`config.mk`:
```
export PLATFORM = sky130hd
export DESIGN_NAME = ssr_top
export DESIGN_NICKNAME = d
export VERILOG_FILES = /design/src/verilog/ssr_top.v
export VERILOG_INCLUDE_DIRS = /design/src /design/src/verilog
export SDC_FILE = /design/constraint.sdc
export NUM_CORES = 1
export LEC_CHECK = 0
export ABC_AREA = 1
export BUFFER_PORTS_ARGS = -buffer_cell sky130_fd_sc_hd__buf_2
export CORE_MARGIN = 8
export CORE_UTILIZATION = 50
export CTS_BUF_LIST = sky130_fd_sc_hd__clkbuf_16
export DETAILED_ROUTE_END_ITERATION = 8
export HOLD_SLACK_MARGIN = 0.15
export PLACE_DENSITY = 0.72
export SLEW_MARGIN = 20
export SYNTH_ARGS = -nofsm -noshare
export SYNTH_HDL_FRONTEND = slang
export SYNTH_HIERARCHICAL = 1
export SYNTH_SLANG_ARGS = --single-unit
```
`constraint.sdc`:
```
create_clock -name clock -period 2.4 [get_ports clock]
set_input_delay 0.24 -clock clock [delete_from_list [all_inputs] [get_ports clock]]
set_output_delay 0.24 -clock clock [all_outputs]
set_load 0.02 [all_outputs]
```
`src/verilog/ssr_consts.vh`:
```
// Constants for the serial-in, parallel-out shift and storage register.
// Definitions only; included by the design file.
`ifndef SSR_CONSTS_VH
`define SSR_CONSTS_VH
`define SSR_WIDTH 8
`define SSR_CLEAR_VAL 8'h00
`define SSR_BUF_DEPTH 2
`endif

```
`src/verilog/ssr_top.v`:
```
// Serial-in, parallel-out shift register feeding a storage register,
// with a cascade output and a two-entry buffer on the word path.
// Assumes shift_clock and store_clock are strobes synchronous to clock.
`include "ssr_consts.vh"
`timescale 1ns/1ps
`default_nettype none

module ssr_top #(
    parameter WIDTH = `SSR_WIDTH
) (
    // System
    input wire clock,
    input wire rst_n,
    // Serial side
    input wire serial_in,
    input wire shift_clock,
    input wire shift_clear_n,
    // Storage side
    input wire store_clock,
    input wire store_clear_n,
    // Outputs
    output wire [WIDTH-1:0] parallel_out,
    output wire cascade_out,
    // Word stream of each stored pattern taken while the buffer is not full
    output wire word_valid,
    output wire [WIDTH-1:0] word_data,
    input wire word_ready,
    output wire store_ready
);

    reg [WIDTH-1:0] shift_r;
    reg [WIDTH-1:0] shift_nxt;
    reg [WIDTH-1:0] store_r;
    reg [WIDTH-1:0] store_nxt;
    reg shift_clk_d_r;
    reg store_clk_d_r;
    wire shift_rise;
    wire store_rise;
    wire store_take;

    // Edge detect on the clock strobes; levels and falls do nothing
    assign shift_rise = shift_clock & ~shift_clk_d_r;
    assign store_rise = store_clock & ~store_clk_d_r;

    always @(posedge clock) begin
        if (!rst_n) begin
            shift_clk_d_r <= 1'b0;
            store_clk_d_r <= 1'b0;
        end else begin
            shift_clk_d_r <= shift_clock;
            store_clk_d_r <= store_clock;
        end
    end

    // Shift stage next value; clear wins over any edge
    always @* begin
        if (!shift_clear_n) begin
            shift_nxt = `SSR_CLEAR_VAL;
        end else if (shift_rise) begin
            shift_nxt = {shift_r[WIDTH-2:0], serial_in};
        end else begin
            shift_nxt = shift_r;
        end
    end

    // Storage next value uses the old shift state, so tied clocks lag one pulse
    always @* begin
        if (!store_clear_n) begin
            store_nxt = `SSR_CLEAR_VAL;
        end else if (store_rise) begin
            store_nxt = shift_r;
        end else begin
            store_nxt = store_r;
        end
    end

    // Separate processes keep the two registers independent
    always @(posedge clock) begin
        if (!rst_n) begin
            shift_r <= `SSR_CLEAR_VAL;
        end else begin
            shift_r <= shift_nxt;
        end
    end

    always @(posedge clock) begin
        if (!rst_n) begin
            store_r <= `SSR_CLEAR_VAL;
        end else begin
            store_r <= store_nxt;
        end
    end

    // Stage 0 is the first stage; cascade is the last stage
    assign parallel_out = store_r;
    assign cascade_out = shift_r[WIDTH-1];

    // Each storage load is offered as a word; a full buffer drops none silently
    // but a load while full is not queued, so store_ready tells the controller
    assign store_take = store_rise & store_clear_n;

    ssr_buf #(
        .WIDTH(WIDTH)
    ) u_buf (
        .clock(clock),
        .rst_n(rst_n),
        .in_valid(store_take),
        .in_data(shift_r),
        .in_ready(store_ready),
        .out_valid(word_valid),
        .out_data(word_data),
        .out_ready(word_ready)
    );

endmodule // ssr_top

// Two-entry FIFO of flip-flops with valid/ready on both sides
module ssr_buf #(
    parameter WIDTH = `SSR_WIDTH
) (
    input wire clock,
    input wire rst_n,
    input wire in_valid,
    input wire [WIDTH-1:0] in_data,
    output wire in_ready,
    output wire out_valid,
    output wire [WIDTH-1:0] out_data,
    input wire out_ready
);

    reg [WIDTH-1:0] mem_r [0:`SSR_BUF_DEPTH-1];
    reg wr_ptr_r;
    reg rd_ptr_r;
    reg [1:0] count_r;
    wire push;
    wire pop;

    assign in_ready = (count_r != 2'h2);
    assign out_valid = (count_r != 2'h0);
    assign out_data = mem_r[rd_ptr_r];
    assign push = in_valid & in_ready;
    assign pop = out_valid & out_ready;

    // Pointers and occupancy
    always @(posedge clock) begin
        if (!rst_n) begin
            wr_ptr_r <= 1'b0;
            rd_ptr_r <= 1'b0;
            count_r <= 2'h0;
        end else begin
            if (push) begin
                wr_ptr_r <= ~wr_ptr_r;
            end
            if (pop) begin
                rd_ptr_r <= ~rd_ptr_r;
            end
            count_r <= count_r + {1'b0, push} - {1'b0, pop};
        end
    end

    // Storage, written only on accepted pushes
    always @(posedge clock) begin
        if (!rst_n) begin
            mem_r[0] <= `SSR_CLEAR_VAL;
            mem_r[1] <= `SSR_CLEAR_VAL;
        end else if (push) begin
            mem_r[wr_ptr_r] <= in_data;
        end
    end

endmodule // ssr_buf

`default_nettype wire

```
# [Yosys cells after proc, flatten, opt, wreduce, memory -nomap -nowiden]
# Memory sizes are Yosys's and may differ from the RTL's. A register that Yosys moved wholly into a read port is not among the register bits.
# Cells that the tools add are included.
[word_totals] reg_bits=22 memories=1 in_bits=8 wordCells=33 output_inout_bits=19 ramBits=16
[classes] reduce_logical=4 mux=9 eq_ne=1 n_addsub=2 bitwise=9
[mem_list] name="u_buf.mem_r" depth=2 word_bits=8 read_ports=1 rd_clocked_by_memory_dff=1 wr=2 line="ssr_top.v:131" text="reg [WIDTH-1:0] mem_r [0:`SSR_BUF_DEPTH-1];"
[op_table] op="1-bit two-way mux" n=8
[op_table] op="8-bit two-way mux" n=1
[op_table] op="8-bit OR reduction" n=1
[op_table] op="1-bit bitwise AND" n=5
[op_table] op="1-bit NOT" n=4
[op_table] op="2-bit AND reduction" n=2
[op_table] op="2-bit by 1-bit adder with 2-bit output" n=1
[op_table] op="2-bit inequality test, second input constant" n=1
[op_table] op="2-bit nonzero test" n=1
[op_table] op="2-bit by 1-bit subtractor with 2-bit output" n=1

# [Longest topological paths before layout]
# Gate-level depths: netlist of the first run.
[depth] word_depth=9 mapped_depth=12 depth_no_buf=12

# [By module]
# The synthesis of the first run kept the hierarchy.
[by_module_without_submodules] module="ssr_buf" area_each_um2=967.2 n_inst=1 seq_area_each_um2=580.6 cells_per_inst=89
[by_module_without_submodules] module="ssr_top" area_each_um2=739.5 n_inst=1 seq_area_each_um2=360.3 cells_per_inst=108

# [Worst setup path before layout of the first run]
# OpenSTA, ideal clock, no wires.
[synth_path] path_type="register to register" from="register store_clk_d_r" to="register u_buf.count_r[1]" setup_time_ns=0.115 path_slack_ns=0.591 n_path_buf=0 t_required_ns=2.285 synth_period_minus_slack_ns=1.809 t_arrival_ns=1.694 path_stages_with_launch=12 path_cell_list="dfxtp_1 -> inv_2 -> and3_1 -> a21boi_0 -> inv_1 -> ha_1 -> inv_1 -> ha_1 -> inv_1 -> nand2_1 -> a21oi_1 -> nor2_1"
[synth_between] elab_chain_len=6
[synth_rtl] item="start, declared" line="ssr_top.v:36" text="reg store_clk_d_r;"
[synth_rtl] item="start signal, assigned" line="ssr_top.v:51" text="store_clk_d_r <= store_clock;"
[synth_rtl] item="1-bit NOT" line="ssr_top.v:43" text="assign store_rise = store_clock & ~store_clk_d_r;"
[synth_rtl] item="1-bit bitwise AND" line="ssr_top.v:43"
[synth_rtl] item="1-bit bitwise AND" line="ssr_top.v:100" text="assign store_take = store_rise & store_clear_n;"
[synth_rtl] item="net store_take" line="ssr_top.v:39" text="wire store_take;"
[synth_rtl] item="1-bit bitwise AND" line="ssr_top.v:141" text="assign push = in_valid & in_ready;"
[synth_rtl] item="2-bit by 1-bit adder with 2-bit output" line="ssr_top.v:157" text="count_r <= count_r + {1'b0, push} - {1'b0, pop};"
[synth_rtl] item="2-bit by 1-bit subtractor with 2-bit output" line="ssr_top.v:157"
[synth_rtl] item="end signal, assigned" line="ssr_top.v:157"
[synth_rtl] item="end, declared" line="ssr_top.v:134" text="reg [1:0] count_r;"
# The timed path passes the listed nets, and every way through them passes these cells.
# A chain may end at the register's enable or synchronous reset.

# [Worst setup path after layout of the first run]
# Ends and elaborated chain as after synthesis.

==> impl_metrics.json, run 1 <==
{
  "achievable_clock_frequency_mhz": 510,
  "global_route.usage.total": 0.126,
  "static-leakage-power_nw": 0.911,
  "post-cts-setup-buffer-count": 0,
  "synth_xor_xnor_area_share": 0,
  "tightestPinTransition_ns": 0.373,
  "timing.hold.ws_ns": 0.272,
  "drt-initial-drc-count": 39,
  "cts_buffer_depth": 2,
  "grt_pass1_wl_mm": 5.33,
  "hold_viol": 0,
  "global_route.overflow_total": 0,
  "postSynthAreaPerCell_um2": 8.66,
  "worst-endpoint-required_ns": 2.57,
  "antenna_cells": 0,
  "synthesis.area_um2": 1710,
  "final_net_count": 236,
  "synth_simple_gate_area_share": 0.279,
  "cts_hold_repair.buffers": 0,
  "ctsResizeCount": 0,
  "grt_setup_unrepaired": "false",
  "clk_pin_slew_worst_paths_ns": 0.06,
  "pwr-share-seq": 0.425,
  "internal_power_mw": 1.36,
  "ant_nets": 0,
  "wl_per_cell_um": 11.1,
  "post-dp-hpwl_mm": 2.20,
  "compound_gate_portion_of_the_synthesized_area": 0.0103,
  "vdd_drop_max_v": 0.000406,
  "run_status": "finished clean",
  "max_cap_viol_count": 0,
  "core-area_um2": 3310,
  "area.growth.synth_to_final_pct": 18.9,
  "clock-skew-final_ns": 0.00232,
  "power.share.combinational": 0.184,
  "timing.hold.worst.class": "primary input to flip-flop",
  "final-max-slew-violation-count": 0,
  "critPathMaxFanout": 9,
  "ios": 27,
  "grt_start_max_net_pins": 13,
  "power_density_nw_per_um2": 918,
  "clk-insertion-delay-late_ns": 0.28,
  "setup_total_negative_slack_ns": 0,
  "die_h_um": 74.4,
  "report.power.total_mw": 1.86,
  "first_global_vias": 1257,
  "clockRootBuffer": "clkbuf_16",
  "yosys_warnings": 6,
  "dp_slack_ns": 0.441,
  "power.share.switching": 0.271,
  "design.die.area_um2": 5540,
  "drt_pre_antenna_iters": 4,
  "largest_family_of_logic_cells_by_synthesized_area": "simple AND/OR/NAND/NOR gates",
  "synth_cells": 197,
  "critPathArrivalTime_ns": 2.13,
  "kind_of_start_point_of_the_critical_path": "flip-flop",
  "seq_total_area_yosys": 0.551,
  "gp_congestion": 0.793,
  "antenna_found_initial": 0,
  "synth-adder-area-share": 0.0147,
  "floorplan.rows": 21,
  "remaining_drc_errors": 0,
  "tritoncts_num_sinks": 39,
  "die-width_um": 74.4,
  "detail_route.wirelength_mm": 3.02,
  "htree_num_levels": 2,
  "synth_cell_type_count": 20,
  "pwr-share-clk": 0.390,
  "cts_tree": "done",
  "timing.final.ws_setup_ns": 0.440,
  "initial_core_util": 0.515,
  "placement.io_buffers": 26,
  "post_syn_nets": 207,
  "period_needed_ns": 1.96,
  "post_route_cells_drive_above_1_share": 0.216,
  "total_switching_power_uw": 505,
  "synthMuxAreaShare": 0.0528,
  "relSlewSlack": 0.750,
  "postSynthRegisterBits": 39,
  "final_min_period_over_clock_period": 0.817,
  "numCtsBuffers": 5,
  "vias": 1241,
  "setup_viol": 0,
  "crit_path_end_kind": "flip-flop",
  "final.fill_count": 301,
  "vias_per_cell": 4.55,
  "path_class": "flip-flop to flip-flop"
}
## placed cells by master (no fill, tap or decap), types with 2 or more instances in the layout
cell,Yosys,final
edfxtp_1,16,16
nor2_1,53,53
dfxtp_1,23,23
mux2_2,8,8
nor2_2,2,2
clkbuf_16,0,5
inv_1,32,32
buf_2,2,26
nand2_1,29,29
ha_1,2,2
nand3_1,18,18
inv_2,2,2
nand4_4,2,2
## synthesized netlist by cell type, drive strengths merged
cell type / instances / area (um2)
dfxtp: 23 / 460
nand4: 2 / 42.5
ha: 2 / 25.0
mux2: 8 / 90.1
edfxtp: 16 / 480
buf: 4 / 28.8
and3: 1 / 6.26
nor2: 56 / 223
a21oi: 1 / 5.00
inv: 34 / 128
nand3: 18 / 90.1
o21ai: 1 / 5.00
nand2: 30 / 115
a21boi: 1 / 7.51
## critical path, cell delays in order, from the launching register on
cell and delay (ns):
dfxtp_1 0.33, inv_2 0.12, and3_1 0.29, a21boi_0 0.26
inv_1 0.07, ha_1 0.27, inv_1 0.04, ha_1 0.18
inv_1 0.05, nand2_1 0.06, a21oi_1 0.13, nor2_1 0.06
## sequential cells by signal, summed over array words and instances, names as in the netlist, named ones only
signal / flops
store_clk_d_r: 1
u_buf/count_r: 2
shift_r: 8
u_buf/wr_ptr_r: 1
u_buf/mem_r: 16
shift_clk_d_r: 1
parallel_out: 8
u_buf/rd_ptr_r: 1
## metrics by stage
stage | utilization | area [um2] | std cells
detailed placement | 0.563 | 1870 | 265
finish | 0.613 | 2030 | 273
floorplan | - | 1710 | 197
global placement | 0.563 | 1870 | 265
global route | 0.613 | 2030 | 273
CTS | 0.613 | 2030 | 273
## path summary, 6_finish.rpt
| path | slack, ns | start | to | cells past startpoint |
|---|---|---|---|---|
| min reg2reg | 0.48 | parallel_out[5] | parallel_out[5] | 2 |
| max reg2reg | 0.44 | store_clk_d_r | u_buf/count_r[1] | 11 |
| max | 0.44 | store_clk_d_r | u_buf/count_r[1] | 11 |
| min | 0.27 | shift_clock | shift_clk_d_r | 3 |
## cells by family after synthesis
group / after synthesis
AO/OA/AOI/OAI: 3
adder cells (fa/ha/maj): 2
buffers and inverters: 38
flip-flops: 39
multiplexers: 8
AND/OR/NAND/NOR: 107
## area by class of cell
| cell class | instances | area [um2] | area share |
|---|---|---|---|
| timing repair buffer | 26 | 130 | 0.0641 |
| clock inverter | 3 | 38.8 | 0.0191 |
| inverter | 34 | 128 | 0.0629 |
| clock buffer | 5 | 125 | 0.0617 |
| sequential | 39 | 941 | 0.464 |
| tap | 46 | 57.6 | 0.0284 |
| multi-input combinational | 120 | 609 | 0.300 |
## per-layer routing
metal | global-route usage | routed length, um | up-vias
met2 | 0.196 | 1260 | 29
li1 | - | - | 666
met3 | 0.0418 | 178 | 7
met5 | 0 | 0 | -
met4 | 0.0761 | 61 | 0
met1 | 0.146 | 1520 | 539
## power by group through the flow
stage | clock network (mW) | logic, mW | registers, mW
after floorplan | 0 | 0.272 | 0.789
after global placement | 0 | 0.340 | 0.805
after detailed placement | 0 | 0.344 | 0.807
after CTS | 0.735 | 0.347 | 0.793
after global routing | 0.755 | 0.386 | 0.806
final | 0.727 | 0.343 | 0.792
No activity file was read; power rests on OpenSTA's default activity.
==> run 2, diff against run 1 <==
Clock period 2.4 ns to 1.89 ns, I/O delays scaled along.
==> impl_metrics.json, run 2 (same netlist as run 1, synthesis figures left out) <==
{
  "run_status": "finished clean",
  "initial_core_util": 0.515,
  "grt_start_max_net_pins": 14,
  "design.die.area_um2": 5540,
  "total_switching_power_uw": 651,
  "critPathMaxFanout": 2,
  "drt-initial-drc-count": 37,
  "timing.hold.worst.class": "primary input to flip-flop",
  "power.share.switching": 0.258,
  "setup_total_negative_slack_ns": 0,
  "critical_path.cell_chain": "inv_2 > and3_1 > a21boi_1 > inv_1 > ha_1 > inv_1 > ha_1 > inv_1 > nand2_1 > a21oi_1 > nor2_1",
  "tightestPinTransition_ns": 0.368,
  "worst_path_max_delay_cell": "dfxtp_1",
  "finish.instance_area_um2": 2090,
  "pwr-share-seq": 0.399,
  "cts_hold_repair.buffers": 0,
  "antenna_cells": 0,
  "max_cap_viol_count": 0,
  "worst_path_largest_cell_delay_ns": 0.33,
  "post_route_cells_drive_above_1_share": 0.234,
  "antenna_found_initial": 0,
  "timing.critical_path.max_delay_family": "adder cells",
  "grt_pass1_wl_mm": 5.11,
  "cts_tree": "done",
  "crit_path_end": "u_buf/count_r[1]",
  "die-width_um": 74.4,
  "setup_viol": 0,
  "floorplan.rows": 21,
  "global_route.overflow_total": 0,
  "report.power.total_mw": 2.52,
  "placement.io_buffers": 26,
  "largest_register_ff_count": 16,
  "wl_per_cell_um": 11.0,
  "relSlewSlack": 0.754,
  "dp_cells": 269,
  "final-max-slew-violation-count": 0,
  "static-leakage-power_nw": 0.940,
  "worst-endpoint-required_ns": 2.06,
  "timing.reg2reg.setup_slack_ns": 0.19,
  "logic_depth_of_the_worst_path_buffers_included": 11,
  "stdcell_count": 277,
  "placed_cell_area_um2": 1900,
  "max_flop_register": "u_buf/mem_r",
  "vias_per_cell": 4.55,
  "remaining_drc_errors": 0,
  "post-cts-setup-buffer-count": 0,
  "path_class": "flip-flop to flip-flop",
  "critPathArrivalTime_ns": 1.87,
  "gp_congestion": 0.718,
  "clockRootBuffer": "clkbuf_16",
  "crit-reg2reg-launch": "store_clk_d_r",
  "die_h_um": 74.4,
  "first_global_vias": 1169,
  "hold_viol": 0,
  "period_needed_ns": 1.70,
  "r2r_end": "u_buf/count_r[1]",
  "final_min_period_over_clock_period": 0.897,
  "post-dp-hpwl_mm": 2.29,
  "ctsResizeCount": 0,
  "commonest_cells_after_routing_fill_and_taps_aside": "nor2_1 (53), inv_1 (32), nand2_1 (29)",
  "area.growth.synth_to_final_pct": 22.4,
  "timing.hold.ws_ns": 0.216,
  "power_density_nw_per_um2": 1210,
  "kind_of_start_point_of_the_critical_path": "flip-flop",
  "critical_path.most_common_cell": "inv_1",
  "mostFrequentLayoutCell": "nor2_1",
  "grt_setup_unrepaired": "false",
  "core-area_um2": 3310,
  "cts_buffer_depth": 2,
  "power.share.combinational": 0.174,
  "cp_num_buf_inv": 4,
  "internal_power_mw": 1.87,
  "achievable_clock_frequency_mhz": 590,
  "crit_path_end_kind": "flip-flop",
  "critical_path.startpoint": "store_clk_d_r",
  "clock-skew-final_ns": 0.00358,
  "vias": 1261,
  "global_route.usage.total": 0.121,
  "ios": 27,
  "drt_pre_antenna_iters": 4,
  "clk-insertion-delay-late_ns": 0.28,
  "tritoncts_num_sinks": 39,
  "numCtsBuffers": 5,
  "detail_route.wirelength_mm": 3.04,
  "htree_num_levels": 2,
  "rr_worst_depth": 11,
  "vdd_drop_max_v": 0.000681,
  "final_net_count": 240,
  "ant_nets": 0,
  "pwr-share-clk": 0.427,
  "clk_pin_slew_worst_paths_ns": 0.05
}
## run 2: changes by cell type in the layout (fill, tap and decap cells not counted)
| cell | change |
|---|---|
| a21boi_0 | -1 |
| buf_4 | +4 |
| clkinvlp_4 | +1 |
| a21boi_1 | +1 |
| clkinv_1 | -1 |
| bufinv_16 | +1 |
| clkinv_2 | -1 |
## run 2: area by class of cell
class                   instances  area, um2
well taps                      46       57.6
inverters                      34        128
clock buffers                   5        125
repair buffers                 30        160
clock inverters                 3       67.6
multi-input cells             120        609
flip-flops and latches         39        941
fillers                       295       1220
## run 2: worst min-delay path by stage
stage,start,end,slack [ns],cells after the start
floorplan,rst_n,store_clk_d_r,0.28,2
global placement,parallel_out[7],parallel_out[7],0.46,2
detailed placement,parallel_out[4],parallel_out[4],0.47,2
CTS,shift_clock,shift_clk_d_r,0.21,3
global route,shift_clock,shift_clk_d_r,0.23,3
finish,serial_in,shift_r[0],0.22,5
## run 2: tightest hold or removal path: stages
cell     delay (ns)
buf_2          0.07
inv_1          0.03
nand3_1        0.05
nand2_1        0.04
nor2_1         0.07
## run 2: metal layers
metal	up-vias	GRT usage	routed length (um)	share of wire
li1	676	-	-	-
met1	552	0.143	1450	0.48
met2	26	0.179	1320	0.43
met3	7	0.0526	199	0.066
met4	0	0.0652	75	0.025
met5	-	0	0	0
## run 2: per-stage QoR
step                      worst slack (ns)   util
after floorplan                     0.0811      -
after global placement               0.244  0.573
after detailed placement             0.178  0.573
after CTS                            0.144  0.631
after global routing                0.0285  0.631
final                                0.195  0.631
## run 2: power by group through the flow
stage | logic, mW | clock network, mW | registers, mW
6_report | 0.439 | 1.08 | 1.01
2_1_floorplan | 0.346 | 0 | 1.00
4_1_cts | 0.446 | 1.09 | 1.01
3_3_place_gp | 0.437 | 0 | 1.02
5_1_grt | 0.492 | 1.11 | 1.02
3_5_place_dp | 0.445 | 0 | 1.02
==> run 3, diff against run 2 <==
Settings changed: CELL_PAD_IN_SITES_DETAIL_PLACEMENT set to 1, CELL_PAD_IN_SITES_GLOBAL_PLACEMENT set to 2, CORE_UTILIZATION 50 to 33, CTS_CLUSTER_DIAMETER set to 80, PLACE_DENSITY 0.72 to unset, PLACE_DENSITY_LB_ADDON set to 0.1.
==> impl_metrics.json, run 3 (same netlist as run 1, synthesis figures left out) <==
{
  "run_status": "finished clean",
  "internal_power_mw": 1.60,
  "static-leakage-power_nw": 0.912,
  "drt-initial-drc-count": 38,
  "critPathMaxFanout": 2,
  "wl_per_cell_um": 12.3,
  "kind_of_start_point_of_the_critical_path": "flip-flop",
  "largest_register_ff_count": 16,
  "timing.hold.worst.class": "primary input to flip-flop",
  "global_route.usage.total": 0.105,
  "postLayoutCoreUtil": 0.410,
  "vias_per_cell": 4.36,
  "grt_setup_unrepaired": "false",
  "hold_viol": 0,
  "period_needed_ns": 1.66,
  "antenna_cells": 0,
  "stdcell_count": 300,
  "cts_tree": "done",
  "dp_cells": 292,
  "floorplan.rows": 26,
  "placement.io_buffers": 26,
  "vdd_drop_max_v": 0.000419,
  "cts_hold_repair.buffers": 0,
  "final.fill_count": 622,
  "setup_total_negative_slack_ns": 0,
  "first_global_vias": 1339,
  "die_h_um": 87.9,
  "timing.critical_path.max_delay_family": "adder cells",
  "worst-endpoint-required_ns": 2.06,
  "crit_path_end_kind": "flip-flop",
  "power.share.switching": 0.295,
  "antenna_found_initial": 0,
  "critPathArrivalTime_ns": 1.84,
  "tightestPinTransition_ns": 0.384,
  "numCtsBuffers": 5,
  "clk-insertion-delay-late_ns": 0.28,
  "relSlewSlack": 0.744,
  "worst_path_largest_cell_delay_ns": 0.33,
  "achievable_clock_frequency_mhz": 601,
  "remaining_drc_errors": 0,
  "max_flop_register": "u_buf/mem_r",
  "power.share.combinational": 0.198,
  "initial_core_util": 0.338,
  "vias": 1309,
  "cp_num_buf_inv": 4,
  "clockRootBuffer": "clkbuf_16",
  "cts_buffer_depth": 2,
  "grt_start_max_net_pins": 14,
  "post-dp-hpwl_mm": 2.92,
  "final-max-slew-violation-count": 0,
  "mostFrequentLayoutCell": "nor2_1",
  "drt_pre_antenna_iters": 4,
  "detail_route.wirelength_mm": 3.69,
  "ios": 27,
  "max_cap_viol_count": 0,
  "timing.hold.ws_ns": 0.219,
  "clock-skew-final_ns": 0.00506,
  "gp_congestion": 0.729,
  "pwr-share-clk": 0.358,
  "design.die.area_um2": 7730,
  "worst_path_max_delay_cell": "dfxtp_1",
  "critical_path.cell_chain": "inv_2 > and3_1 > a21boi_2 > inv_1 > ha_1 > inv_1 > ha_1 > inv_1 > nand2_1 > nand3_1 > nand2_1 > nor2_1",
  "path_class": "flip-flop to flip-flop",
  "setup_viol": 0,
  "htree_num_levels": 2,
  "final_min_period_over_clock_period": 0.881,
  "power_density_nw_per_um2": 1100,
  "area.growth.synth_to_final_pct": 21.1,
  "final_net_count": 239,
  "core-area_um2": 5040,
  "clk_pin_slew_worst_paths_ns": 0.06,
  "die-width_um": 87.9,
  "post_route_cells_drive_above_1_share": 0.235,
  "pwr-share-seq": 0.444,
  "tritoncts_num_sinks": 39,
  "critical_path.most_common_cell": "inv_1",
  "global_route.overflow_total": 0,
  "ant_nets": 0,
  "grt_pass1_wl_mm": 6.19,
  "total_switching_power_uw": 669,
  "commonest_cells_after_routing_fill_and_taps_aside": "nor2_1 (53), inv_1 (32), nand2_1 (29)"
}
[run 3: cell count changes in the layout (fill, tap and decap cells not counted)]
cell,delta
a21boi_1,-1
buf_4,-1
bufinv_16,-2
clkinvlp_4,+1
a21boi_2,+1
clkinv_2,+1
[run 3: layout make-up]
type | count | area (um2) | share of cell area
Sequential cell | 39 | 941 | 0.455
Clock inverter | 3 | 20.0 | 0.00969
Inverter | 34 | 128 | 0.0617
Timing Repair Buffer | 29 | 153 | 0.0738
Clock buffer | 5 | 125 | 0.0605
Tap cell | 70 | 87.6 | 0.0424
Multi-Input combinational cell | 120 | 613 | 0.297
[run 3: per-layer routing]
metal  routed length [um]  share of wire  track usage  up-vias
li1                     -              -            -      676
met1                 1680           0.46        0.117      611
met2                 1800           0.49        0.176       20
met3                  184          0.050       0.0375        2
met4                   27         0.0073       0.0469        0
met5                    0              0            0        -
[run 3: metrics by stage]
step                worst slack [ns]  power [mW]  area, um2
global placement               0.153        1.46       1920
global route                  0.0245        2.41       2070
finish                         0.225        2.27       2070
floorplan                     0.0811        1.35       1710
CTS                            0.135        2.32       2060
detailed placement            0.0862        1.48       1920
[run 3: worst reg2reg max path: stages, from the launching register on]
cell and delay [ns]:
dfxtp_1 0.33, inv_2 0.06, and3_1 0.16, a21boi_2 0.17, inv_1 0.05, ha_1 0.28
inv_1 0.05, ha_1 0.15, inv_1 0.05, nand2_1 0.08, nand3_1 0.07, nand2_1 0.08
nor2_1 0.04
[run 3: worst paths after layout]
kind                   startpoint                to  slack, ns  cells after the start
setup / recovery    store_clk_d_r  u_buf/count_r[1]       0.23                     12
hold / removal        shift_clock     shift_clk_d_r       0.22                      3
setup reg to reg    store_clk_d_r  u_buf/count_r[1]       0.23                     12
hold reg to reg   parallel_out[6]   parallel_out[6]       0.48                      2
[run 3: repair_timing]
item | in CTS | in global routing
setup buffers | 0 | 0
gates resized for setup | 0 | 2
hold endpoints to repair | 0 | 0
setup endpoints to repair | 0 | 1
[run 3: power groups by stage]
stage / Combinational (mW) / Clock, mW / Sequential [mW]
after floorplan: 0.346 / 0 / 1.00
after global placement: 0.442 / 0 / 1.02
after detailed placement: 0.456 / 0 / 1.03
after CTS: 0.458 / 0.854 / 1.01
after global routing: 0.505 / 0.885 / 1.02
final: 0.449 / 0.813 / 1.01
